**src/dac_defs.svh**
```systemverilog
// Numeric constants for the serial DAC frame and mode controller
`ifndef DAC_DEFS_SVH
`define DAC_DEFS_SVH

// Frame geometry
`define LONG_FRAME_BITS 5'd24
`define SHORT_FRAME_BITS 5'd16
`define SHIFT_W 24
`define CNT_W 5
`define CODE_W 16
`define LONG_MODE_HI 17
`define LONG_MODE_LO 16
`define LONG_CODE_HI 15
`define SHORT_MODE_HI 15
`define SHORT_MODE_LO 14
`define SHORT_CODE_HI 13
`define SHORT_CODE12_LO 2

// Power-on codes, left justified
`define ZERO_CODE 16'h0000
`define MIDSCALE_CODE 16'h8000

// Wake-up time from power-down
`define WAKE_TIME_NS 5000
`define CLK_PERIOD_NS 50
`define WAKE_CYCLES ((`WAKE_TIME_NS + `CLK_PERIOD_NS - 1) / `CLK_PERIOD_NS)
`define WAKE_W 8

// APB register map
`define ADDR_W 12
`define REG_CTRL 12'h000
`define REG_STATUS 12'h004
`define REG_COUNT 12'h008

// Control register fields
`define CTRL_W 2
`define CTRL_LONG 0
`define CTRL_RES12 1
`define CTRL_RESET 2'h1

// Status register fields
`define STAT_MODE_LO 16
`define STAT_MODE_HI 17
`define STAT_VALID 18
`define STAT_BUSY 19

// Frame counter register fields
`define COUNT_W 16
`define COUNT_ABORT_LO 16

`endif

```
**src/dac_pkg.sv**
```systemverilog
// Types shared by the serial DAC frame and mode controller
package dac_pkg;

	typedef enum logic [2:0] {
		ST_IDLE = 3'b001,
		ST_SHIFT = 3'b010,
		ST_HOLD = 3'b100
	} frame_state_t;

	typedef enum logic [1:0] {
		MODE_NORMAL = 2'b00,
		MODE_PD_1K = 2'b01,
		MODE_PD_100K = 2'b10,
		MODE_TRISTATE = 2'b11
	} pd_mode_t;

endpackage

```
**src/dac_serial_frame_mode_ctrl.sv**
```systemverilog
// Serial write port, power-down mode decode and APB status for a voltage-output DAC
//
// Operation
// - Long frame executes on the 24th falling serial clock edge with sync low.
// - Sync rising before the last edge clears the shifter and counts an abort; code and mode stay.
// - Short frame executes on the 16th falling edge; early sync release aborts.
// - Power-up code is zero, or midscale by option, until a valid write.
// - Long frame mode bits 17..16: normal, 1k, 100k, three-state.
// - Short frame mode bits 15..14 use the same four-way encoding.
// - Only mode zero is normal operation; other values power down.
// - Power-down disconnects the amplifier, attaches the 1k or 100k termination or leaves the output open, stops analog parts.
// - Every executed frame loads the DAC code, including one that selects power-down.
// - Output is valid about 5 us after leaving power-down.
// - Long frame: six ignored bits, two mode bits, sixteen data bits.
// - Short frame: two mode bits, then fourteen or twelve data bits.
// - Data is sampled on each falling serial clock edge while sync is low, up to the frame's last bit; later edges are ignored until sync rises.
`include "dac_defs.svh"
`timescale 1ns/1ns
module dac_serial_frame_mode_ctrl #(
	parameter bit MIDSCALE_RESET = 1'b0,
	parameter int WAKE_CYCLES = `WAKE_CYCLES
) (
	input wire logic clk,
	input wire logic rst,
	input wire logic [`ADDR_W-1:0] paddr,
	input wire logic psel,
	input wire logic penable,
	input wire logic pwrite,
	input wire logic [31:0] pwdata,
	output logic [31:0] prdata,
	output logic pready,
	output logic pslverr,
	input wire logic syncN,
	input wire logic sclk,
	input wire logic din,
	output logic [`CODE_W-1:0] dacCode,
	output dac_pkg::pd_mode_t mode,
	output logic ampOn,
	output logic pulldown1k,
	output logic pulldown100k,
	output logic outputValid
);
	import dac_pkg::*;

	localparam logic [`CODE_W-1:0] POWER_ON_CODE = MIDSCALE_RESET ? `MIDSCALE_CODE : `ZERO_CODE;

	////////////////////////////////////////////////////////////////////////////////
	// Frame field extraction

	function automatic logic [`CODE_W-1:0] frameCode(
		input logic [`SHIFT_W-1:0] s,
		input logic longFrame,
		input logic res12
	);
		logic [`CODE_W-1:0] c;
		c = s[`LONG_CODE_HI:0];
		if (!longFrame) begin
			if (res12) begin
				c = {s[`SHORT_CODE_HI:`SHORT_CODE12_LO], 4'h0};
			end else begin
				c = {s[`SHORT_CODE_HI:0], 2'b00};
			end
		end
		return c;
	endfunction

	function automatic pd_mode_t frameMode(
		input logic [`SHIFT_W-1:0] s,
		input logic longFrame
	);
		pd_mode_t m;
		if (longFrame) begin
			m = pd_mode_t'(s[`LONG_MODE_HI:`LONG_MODE_LO]);
		end else begin
			m = pd_mode_t'(s[`SHORT_MODE_HI:`SHORT_MODE_LO]);
		end
		return m;
	endfunction

	////////////////////////////////////////////////////////////////////////////////
	// Pin synchronisation and edge detection

	logic [2:0] pins;
	logic syncS;
	logic sclkS;
	logic dinS;
	logic sclkPrev_q;
	logic sclkFall;

	sync_2ff #(
		.W(3)
	) u_sync (
		.clk(clk),
		.rst(rst),
		.d({syncN, sclk, din}),
		.q(pins)
	);

	assign syncS = pins[2];
	assign sclkS = pins[1];
	assign dinS = pins[0];
	assign sclkFall = sclkPrev_q & ~sclkS;

	always_ff @(posedge clk or posedge rst) begin
		if (rst) begin
			sclkPrev_q <= 1'b0;
		end else begin
			sclkPrev_q <= sclkS;
		end
	end

	////////////////////////////////////////////////////////////////////////////////
	// Frame state machine

	logic [`CTRL_W-1:0] ctrl_q;
	frame_state_t state_q;
	frame_state_t state_d;
	logic [`SHIFT_W-1:0] shift_q;
	logic [`SHIFT_W-1:0] shift_d;
	logic [`SHIFT_W-1:0] shiftNext;
	logic [`CNT_W-1:0] cnt_q;
	logic [`CNT_W-1:0] cnt_d;
	logic [`CNT_W-1:0] lastBit;
	logic longFrame;
	logic execute;
	logic abort;

	assign longFrame = ctrl_q[`CTRL_LONG];
	assign lastBit = (longFrame ? `LONG_FRAME_BITS : `SHORT_FRAME_BITS) - 1'b1;
	assign shiftNext = {shift_q[`SHIFT_W-2:0], dinS};

	always_comb begin
		state_d = state_q;
		shift_d = shift_q;
		cnt_d = cnt_q;
		execute = 1'b0;
		abort = 1'b0;
		unique case (state_q)
			ST_HOLD: begin
				if (syncS) begin
					state_d = ST_IDLE;
				end
			end
			ST_IDLE: begin
				shift_d = '0;
				cnt_d = '0;
				if (!syncS) begin
					state_d = ST_SHIFT;
				end
			end
			ST_SHIFT: begin
				if (syncS) begin
					abort = 1'b1;
					shift_d = '0;
					cnt_d = '0;
					state_d = ST_IDLE;
				end else if (sclkFall) begin
					shift_d = shiftNext;
					cnt_d = cnt_q + 1'b1;
					if (cnt_q == lastBit) begin
						execute = 1'b1;
						cnt_d = '0;
						state_d = ST_HOLD;
					end
				end
			end
		endcase
	end

	always_ff @(posedge clk or posedge rst) begin
		if (rst) begin
			state_q <= ST_HOLD;
			shift_q <= '0;
			cnt_q <= '0;
		end else begin
			state_q <= state_d;
			shift_q <= shift_d;
			cnt_q <= cnt_d;
		end
	end

	////////////////////////////////////////////////////////////////////////////////
	// DAC register, mode and output stage control

	logic [`CODE_W-1:0] dacCode_q;
	pd_mode_t mode_q;
	pd_mode_t newMode;
	logic ampOn_q;
	logic pulldown1k_q;
	logic pulldown100k_q;
	logic outputValid_q;
	logic wakeStart;
	logic wakeDone;

	assign newMode = frameMode(shiftNext, longFrame);
	assign wakeStart = execute & (mode_q != MODE_NORMAL) & (newMode == MODE_NORMAL);

	always_ff @(posedge clk or posedge rst) begin
		if (rst) begin
			dacCode_q <= POWER_ON_CODE;
			mode_q <= MODE_NORMAL;
		end else if (execute) begin
			dacCode_q <= frameCode(shiftNext, longFrame, ctrl_q[`CTRL_RES12]);
			mode_q <= newMode;
		end
	end

	always_ff @(posedge clk or posedge rst) begin
		if (rst) begin
			ampOn_q <= 1'b1;
			pulldown1k_q <= 1'b0;
			pulldown100k_q <= 1'b0;
			outputValid_q <= 1'b1;
		end else begin
			ampOn_q <= (mode_q == MODE_NORMAL);
			pulldown1k_q <= (mode_q == MODE_PD_1K);
			pulldown100k_q <= (mode_q == MODE_PD_100K);
			outputValid_q <= (mode_q == MODE_NORMAL) & wakeDone & ~wakeStart;
		end
	end

	wake_timer #(
		.CYCLES(WAKE_CYCLES)
	) u_wake (
		.clk(clk),
		.rst(rst),
		.start(wakeStart),
		.done(wakeDone)
	);

	assign dacCode = dacCode_q;
	assign mode = mode_q;
	assign ampOn = ampOn_q;
	assign pulldown1k = pulldown1k_q;
	assign pulldown100k = pulldown100k_q;
	assign outputValid = outputValid_q;

	////////////////////////////////////////////////////////////////////////////////
	// Frame counters

	logic [`COUNT_W-1:0] execCount_q;
	logic [`COUNT_W-1:0] abortCount_q;
	logic countClear;

	always_ff @(posedge clk or posedge rst) begin
		if (rst) begin
			execCount_q <= '0;
			abortCount_q <= '0;
		end else begin
			if (execute) begin
				execCount_q <= countClear ? `COUNT_W'(1) : execCount_q + 1'b1;
			end else if (countClear) begin
				execCount_q <= '0;
			end
			if (abort) begin
				abortCount_q <= countClear ? `COUNT_W'(1) : abortCount_q + 1'b1;
			end else if (countClear) begin
				abortCount_q <= '0;
			end
		end
	end

	////////////////////////////////////////////////////////////////////////////////
	// APB slave

	logic setup;
	logic access;
	logic hitCtrl;
	logic hitStatus;
	logic hitCount;
	logic mapped;
	logic [31:0] readMux;
	logic [31:0] prdata_q;
	logic pready_q;
	logic pslverr_q;

	assign setup = psel & ~penable;
	assign access = psel & penable & pready_q;
	assign hitCtrl = (paddr == `REG_CTRL);
	assign hitStatus = (paddr == `REG_STATUS);
	assign hitCount = (paddr == `REG_COUNT);
	assign mapped = hitCtrl | hitStatus | hitCount;
	assign countClear = access & pwrite & hitCount;

	always_comb begin
		readMux = '0;
		if (hitCtrl) begin
			readMux[`CTRL_W-1:0] = ctrl_q;
		end else if (hitStatus) begin
			readMux[`CODE_W-1:0] = dacCode_q;
			readMux[`STAT_MODE_HI:`STAT_MODE_LO] = mode_q;
			readMux[`STAT_VALID] = outputValid_q;
			readMux[`STAT_BUSY] = (state_q == ST_SHIFT);
		end else if (hitCount) begin
			readMux[`COUNT_W-1:0] = execCount_q;
			readMux[`COUNT_ABORT_LO +: `COUNT_W] = abortCount_q;
		end
	end

	always_ff @(posedge clk or posedge rst) begin
		if (rst) begin
			pready_q <= 1'b0;
			pslverr_q <= 1'b0;
			prdata_q <= '0;
		end else begin
			pready_q <= setup;
			pslverr_q <= setup & ~mapped;
			prdata_q <= (setup & ~pwrite) ? readMux : '0;
		end
	end

	always_ff @(posedge clk or posedge rst) begin
		if (rst) begin
			ctrl_q <= `CTRL_RESET;
		end else if (access & pwrite & hitCtrl) begin
			ctrl_q <= pwdata[`CTRL_W-1:0];
		end
	end

	assign prdata = prdata_q;
	assign pready = pready_q;
	assign pslverr = pslverr_q;

endmodule

```
**src/sync_2ff.sv**
```systemverilog
// Two-flop synchroniser for a group of independent pin levels
`timescale 1ns/1ns
module sync_2ff #(
	parameter int W = 1
) (
	input wire logic clk,
	input wire logic rst,
	input wire logic [W-1:0] d,
	output logic [W-1:0] q
);

	logic [W-1:0] meta_q;

	always_ff @(posedge clk or posedge rst) begin
		if (rst) begin
			meta_q <= '0;
			q <= '0;
		end else begin
			meta_q <= d;
			q <= meta_q;
		end
	end

endmodule

```
**src/wake_timer.sv**
```systemverilog
// Counts the settling time after the output leaves power-down
`include "dac_defs.svh"
`timescale 1ns/1ns
module wake_timer #(
	parameter int CYCLES = `WAKE_CYCLES
) (
	input wire logic clk,
	input wire logic rst,
	input wire logic start,
	output logic done
);

	localparam logic [`WAKE_W-1:0] LOAD = `WAKE_W'(CYCLES - 1);

	logic [`WAKE_W-1:0] cnt_q;
	logic busy_q;

	assign done = ~busy_q;

	always_ff @(posedge clk or posedge rst) begin
		if (rst) begin
			cnt_q <= '0;
			busy_q <= 1'b0;
		end else if (start) begin
			cnt_q <= LOAD;
			busy_q <= 1'b1;
		end else if (busy_q) begin
			cnt_q <= cnt_q - 1'b1;
			busy_q <= (cnt_q != '0);
		end
	end

endmodule

```
**config.mk**
```make
export PLATFORM = sky130hd
export DESIGN_NAME = dac_serial_frame_mode_ctrl
export DESIGN_NICKNAME = d
export VERILOG_FILES = /design/src/dac_pkg.sv /design/src/dac_serial_frame_mode_ctrl.sv /design/src/sync_2ff.sv /design/src/wake_timer.sv
export VERILOG_INCLUDE_DIRS = /design/src /design/src/src
export SDC_FILE = /design/constraint.sdc
export NUM_CORES = 1
export LEC_CHECK = 0
export BUFFER_PORTS_ARGS = -buffer_cell sky130_fd_sc_hd__buf_4
export CAP_MARGIN = 15
export CORE_UTILIZATION = 48
export CTS_BUF_LIST = sky130_fd_sc_hd__clkbuf_2 sky130_fd_sc_hd__clkbuf_4 sky130_fd_sc_hd__clkbuf_8
export CTS_CLUSTER_DIAMETER = 100
export DETAILED_ROUTE_END_ITERATION = 16
export GPL_TIMING_DRIVEN = 0
export PLACE_DENSITY = 0.7
export SYNTH_ARGS = -nofsm -noshare
export SYNTH_HDL_FRONTEND = slang
export SYNTH_HIERARCHICAL = 1
export SYNTH_SLANG_ARGS = --single-unit
```
**constraint.sdc**
```tcl
create_clock -name clk -period 4.9 [get_ports clk]
set_clock_uncertainty 0.15 [all_clocks]
set_input_delay 0.49 -clock clk [delete_from_list [all_inputs] [get_ports clk]]
set_output_delay 0.49 -clock clk [all_outputs]
set_load 0.005 [all_outputs]
```
* Yosys cells after proc, flatten, opt, wreduce, memory -nomap -nowiden
Index checks and enable logic that the tools add are counted.
** Storage, ports and cells
- Bits in registers :: 131
- Latch bits :: 0
- Bits in writable memories :: 0
- ROM bits :: 0
- Logic and storage cells :: 107
- Memories :: 0
** Operators by class
- $add $sub $neg :: 5
- Multiply operators :: 0
- Div/mod/pow operators :: 0
- Magnitude comparators :: 0
- Eq/ne operators :: 12
- Shift operators :: 0
- Mux-type cells :: 38
- Bitwise gates (word level) :: 21
- Reductions and logical operators :: 11
** Operator list (count)
- $mux 16 :: 6
- $mux 32 :: 2
- $mux 17 :: 2
- $pmux 17 s2 :: 1
- $add 16x1->16 const B :: 2
- $mux 30 :: 1
- $mux 20 :: 1
- $mux 8 :: 2
- $mux 3 :: 5
- $mux 5 :: 3
- $and 1x1->1 :: 13
- $eq 12x3->1 const B :: 1
- $eq 12x4->1 const B :: 1
- $logic_not 12->1 :: 1
- $mux 12 :: 1
- $pmux 5 s2 :: 1
- $reduce_bool 2->1 :: 5
- $pmux 3 s3 :: 1
- $mux 1 :: 8
- $mux 4 :: 2
- $reduce_bool 8->1 :: 1
- $sub 8x1->8 const B :: 1
- $ne 3x2->1 const B :: 2
- $not 1->1 :: 6
- other kinds (15) :: 18

* Longest topological paths before layout
- Depth in word-level cells :: 11
- Gate-level depth with buffers :: 9

* By module
The synthesis kept the hierarchy.
** By module, submodules not included
- dac_serial_frame_mode_ctrl :: instances 1, cells each 515, area an instance 5292.6 um^2
- wake_timer :: instances 1, cells each 47, area an instance 467.9 um^2
- sync_2ff :: instances 1, cells each 7, area an instance 153.9 um^2

* Worst setup path before layout
OpenSTA, ideal clock, no wires.
- Kind :: flip-flop to flip-flop
- Start :: register ctrl_q[0]
- End :: register u_wake.cnt_q[7]
- Arrival :: 2.764 ns
- Setup slack :: 1.909 ns
- Stages on the path, launching flop included :: 10
- Clock period less this slack :: 2.991 ns
- Path through :: dfstp_2 clkbuf_1 and3b_1 o2111ai_2 buf_2 clkbuf_1 nor4_1 o21bai_1 or4_1 a21oi_1
** On the way
- Longest elaborated chain between the ends :: 10
** Ends and longest elaborated chain
- start: declaration :: RTL line dac_serial_frame_mode_ctrl.sv:115 : logic [`CTRL_W-1:0] ctrl_q;
- start signal: assignment :: RTL line dac_serial_frame_mode_ctrl.sv:314 : ctrl_q <= `CTRL_RESET;
- start signal: assignment :: RTL line dac_serial_frame_mode_ctrl.sv:316 : ctrl_q <= pwdata[`CTRL_W-1:0];
- $mux 4 (no line)
- $sub 5x1->5 :: RTL line dac_serial_frame_mode_ctrl.sv:129 : assign lastBit = (longFrame ? `LONG_FRAME_BITS : `SHORT_FRAME_BITS) - 1'b1;
- $eq 5x5->1 :: RTL line dac_serial_frame_mode_ctrl.sv:160 : if (cnt_q == lastBit) begin
- $mux 1 :: RTL line dac_serial_frame_mode_ctrl.sv:160
- $mux 1 :: RTL line dac_serial_frame_mode_ctrl.sv:157 : end else if (sclkFall) begin
- $mux 1 :: RTL line dac_serial_frame_mode_ctrl.sv:152 : if (syncS) begin
- $mux 1 :: RTL line dac_serial_frame_mode_ctrl.sv:138 : unique case (state_q)
- $and 1x1->1 :: RTL line dac_serial_frame_mode_ctrl.sv:196 : assign wakeStart = execute & (mode_q != MODE_NORMAL) & (newMode == MODE_NORMAL);
- $and 1x1->1 (*) :: RTL line dac_serial_frame_mode_ctrl.sv:196
- via wakeStart :: RTL line dac_serial_frame_mode_ctrl.sv:192 : logic wakeStart;
- $mux 8 / $reduce_bool 2->1 (equally long branches)
- end signal: assignment :: RTL line wake_timer.sv:28 : cnt_q <= cnt_q - 1'b1;
- end: declaration :: RTL line wake_timer.sv:15 : logic [`WAKE_W-1:0] cnt_q;
The timed path passes the listed nets; every way through them passes the cells marked *.
A chain may end at the register's enable or synchronous reset.

* Worst setup path after layout
- Start :: register u_sync.q[2]
- End :: register u_wake.cnt_q[7]
** On the way
- Longest elaborated chain between the ends :: 5
** Ends and longest elaborated chain
- start: declaration :: RTL line sync_2ff.sv:9 : output logic [W-1:0] q
- start signal: assignment :: RTL line sync_2ff.sv:20 : q <= meta_q;
- $mux 1 (*) :: RTL line dac_serial_frame_mode_ctrl.sv:152
- $mux 1 (*) :: RTL line dac_serial_frame_mode_ctrl.sv:138
- $and 1x1->1 (*) (2 in a row) :: RTL line dac_serial_frame_mode_ctrl.sv:196
- via wakeStart :: RTL line dac_serial_frame_mode_ctrl.sv:192
- $mux 8 / $reduce_bool 2->1 (equally long branches)
Marks and branches as above.

==> impl_summary.txt <==
----------------------------------------------------
[Critical path]
  Arrival time at the worst endpoint ... 4010 ps
  Largest stage delay on the critical path ... 640 ps
  Worst path depth ... 9
  Type of destination of the critical path ... register
  Crit start category ... register
  Slowest stage cell, crit path ... nor4_1
  Most frequent cell on the critical path ... buf_2
  Top fanout value on the critical path ... 10
  Type of the setup path with the least slack ... register to register
  Cell count of the worst reg-to-reg path ... 9
  Worst path required time ... 5110 ps
  Number of buffer and inverter instances along the worst setup path ... 3
  Kind of cell adding the most delay to the critical path ... simple AND/OR/NAND/NOR gates
  Critical path, cell by cell ... buf_2 > nor4b_4 > o2111ai_2 > buf_2 > clkbuf_1 > nor4_1 > o21bai_1 > or4_1 > a21oi_1

[Power and ir drop]
  Power density relative to cell area ... 321 mW/mm^2
  Total Power Consumption ... 2.28 mW
  IR Drop Worst-Case VDD ... 0.173 mV
  Lkg Pwr ... 3.18 nW

[Clock network]
  Latest clock arrival within the worst-skew pair ... 440 ps
  Number of H-tree levels ... 4
  Clock tree root driver cell ... clkbuf_8
  Clock-pin transition on the worst setup and hold timing paths ... 70 ps
  Number of clock buffers inserted by TritonCTS ... 17
  Clock sink count ... 131
  Post-cts resize count ... 0
  Number of setup buffers added after CTS ... 0
  CTS tree ... yes
  Number of buffers between clock root and the deepest sink ... 2

[Yosys]
  Mapped Cells ... 569
  Cell Area, Synth ... 0.00591 mm^2
  Post-synthesis sequential area ratio ... 0.555
  Async SR Flop Fraction ... 1.00
  Most used DFF post-synth ... dfrtp_1
  Count of different cell masters after synthesis ... 55
  Number of enable-type register cells in the synthesized netlist ... 0
  Yosys warning count ... 6
  Mapped Avg Cell Area ... 10.4 um^2
  Number of nets produced by synthesis ... 626
  Synthesis-stage register bit count ... 131

[STA]
  Unrepaired setup endpoints after global routing ... false
  Max_slew headroom ... 0.420
  Share of the cycle needed by the critical path after routing ... 0.776
  Setup total negative slack ... 0 ps
  Final critical path time including I/O delays and setup ... 3800 ps
  Slew of the pin with the lowest slew margin ... 862 ps
  Setup ws final ... 1100 ps
  Number of hold violations in the final report ... 0
  Pins over their slew limit ... 0
  Setup Viol. Count Final ... 0
  Peak Freq ... 263 MHz

[Floorplanning]
  Number of I/O pins ... 108
  Die Width ... 113 um
  Die H ... 113 um
  Core box area ... 0.0120 mm^2
  Row count ... 40
  Initial Utilization ... 0.492
  Total Die Area ... 0.0128 mm^2

[Detailed routing]
  Routed Wire Length ... 13.2 mm
  Remaining routing DRC violations ... 0
  Final ANT Viol Nets ... 0
  Average vias per placed instance ... 5.65
  Via Count ... 4,661
  Initial DRC Count ... 264
  Post-detailed-route wirelength per cell ... 15.9 um
  Pre-Repair DR Iteration Count ... 4

[Min path]
  Class of the tightest hold or removal check ... primary input to register
  Hold path depth ... 2

[Final layout]
  Synthesis-to-layout area growth ... 19.8%
  Final cell utilization of the core ... 0.590
  Net total in the final layout ... 726
  Proportion of layout cells with a drive suffix above 1 ... 0.198
  Antenna cells ... 0

[Global routing]
  Via count of the first global-routing pass ... 4,504
  First-pass GRT wire length ... 22.2 mm
  GRT overflow ... 0
  Pin count of the biggest net entering global routing ... 64
  Initial antenna violation count ... 0
  All-Layer GR Usage ... 0.221

[Place]
  Placement Setup Slack ... 1120 ps
  Port Buffer Count ... 76
  Final RePlAce weighted congestion ... 0.831
  Total half-perimeter wirelength after legalization and detailed placement ... 9.44 mm

[Job]
  Max-cap check violation count ... 0

[Status]
  Status ... finished, final reports clean

----------------------------------------------------
-- per-stage QoR --
step	instance area, um^2	hold slack [ps]	instances
after floorplan	5910	131	569
after global routing	7080	130	825
final	7080	148	825
after detailed placement	6700	186	793
after global placement	6670	183	792
after CTS	7080	125	825
-- per-layer routing --
metal	part of all wire	global-route usage
met1	0.45	0.301
met2	0.48	0.351
met3	0.048	0.0471
met5	0	0
met4	0.016	0.0833
-- what timing repair did --
item | 4_1_cts | 5_1_grt
hold endpoints to repair | 18 | 0
endpoints found under the setup margin | 0 | 0
hold buffers | 4 | 0
-- state kept, by name, indices dropped and copies added, names as in the netlist, 3 cells and up --
register,cells
prdata,32
shift_q,17
abortCount_q,16
dacCode,16
execCount_q,16
u_wake/cnt_q,8
cnt_q,5
state_q,3
u_sync/meta_q,3
u_sync/q,3
-- where the power goes --
| part | switching, mW | total, mW | leakage (nW) | internal (mW) |
|---|---|---|---|---|
| Combinational | 0.146 | 0.259 | 1.34 | 0.113 |
| Sequential | 0.0713 | 1.21 | 1.66 | 1.14 |
| Clock | 0.390 | 0.806 | 0.181 | 0.416 |
-- placed cells by master, fill, tap and decap left out, types with 14 or more instances in the layout --
cell type	instances
nand2_1	56
o21ai_0	32
dfrtp_1	127
nand3_1	14
a22oi_1	17
clkbuf_8	23
nor2_1	46
inv_1	31
clkbuf_1	20
and3_1	15
mux2i_1	26
nand4_1	14
buf_4	76
a21oi_1	21
-- cells in the mapped netlist (3+ instances only) --
library cell,number,area (um^2)
dfrtp_1,127,3180
nand2_1,56,210
nor2_1,46,173
inv_1,32,120
o21ai_0,32,160
mux2i_1,26,260
a21oi_1,21,105
clkbuf_1,20,75.1
a22oi_1,17,128
and3_1,15,93.8
nand3_1,14,70.1
nand4_1,14,87.6
nor4_1,11,68.8
xnor2_1,11,96.3
mux2_2,9,101
or3_1,9,56.3
or4_1,9,67.6
nor3_1,8,40.0
o31ai_1,8,60.1
nand2b_1,7,43.8
buf_2,6,30.0
nor2b_1,6,37.5
and4_1,5,43.8
buf_1,5,18.8
ha_1,5,62.6
dfstp_2,4,105
xor2_1,4,35.0
a211oi_1,3,22.5
a221oi_1,3,26.3
and2_1,3,18.8
o2bb2ai_1,3,26.3
-- cell type report --
class	instances	area [um^2]
Clock inverter	5	27.5
Sequential cell	131	3280
Inverter	32	123
Clock buffer	23	317
Timing Repair Buffer	81	638
Tap cell	147	184
Buffer	32	135
Fill cell	1047	4930
Multi-Input combinational cell	374	2380
-- cells by family (layout without fill, tap and decap cells) --
family / Yosys count / after routing / share of synthesized area
flip-flops: 131 / 131 / 0.555
adder cells (fa/ha/maj): 5 / 5 / 0.0106
XOR/XNOR: 15 / 15 / 0.0222
AO/OA/AOI/OAI: 103 / 103 / 0.114
buffers and inverters: 64 / 173 / 0.0432
AND/OR/NAND/NOR: 216 / 216 / 0.194
multiplexers: 35 / 35 / 0.0611
-- worst paths after layout --
check                      slack [ps]          endpoint        startpoint
setup / recovery                 1100   u_wake/cnt_q[7]       u_sync/q[2]
hold / removal                    150         ctrl_q[1]         pwdata[1]
setup reg to reg                 1100   u_wake/cnt_q[7]       u_sync/q[2]
hold reg to reg                   200       u_sync/q[2]  u_sync/meta_q[2]
max in group asynchronous        3250             ampOn               rst
min in group asynchronous         390  u_sync/meta_q[1]               rst
(Power assumes the default switching activity.)
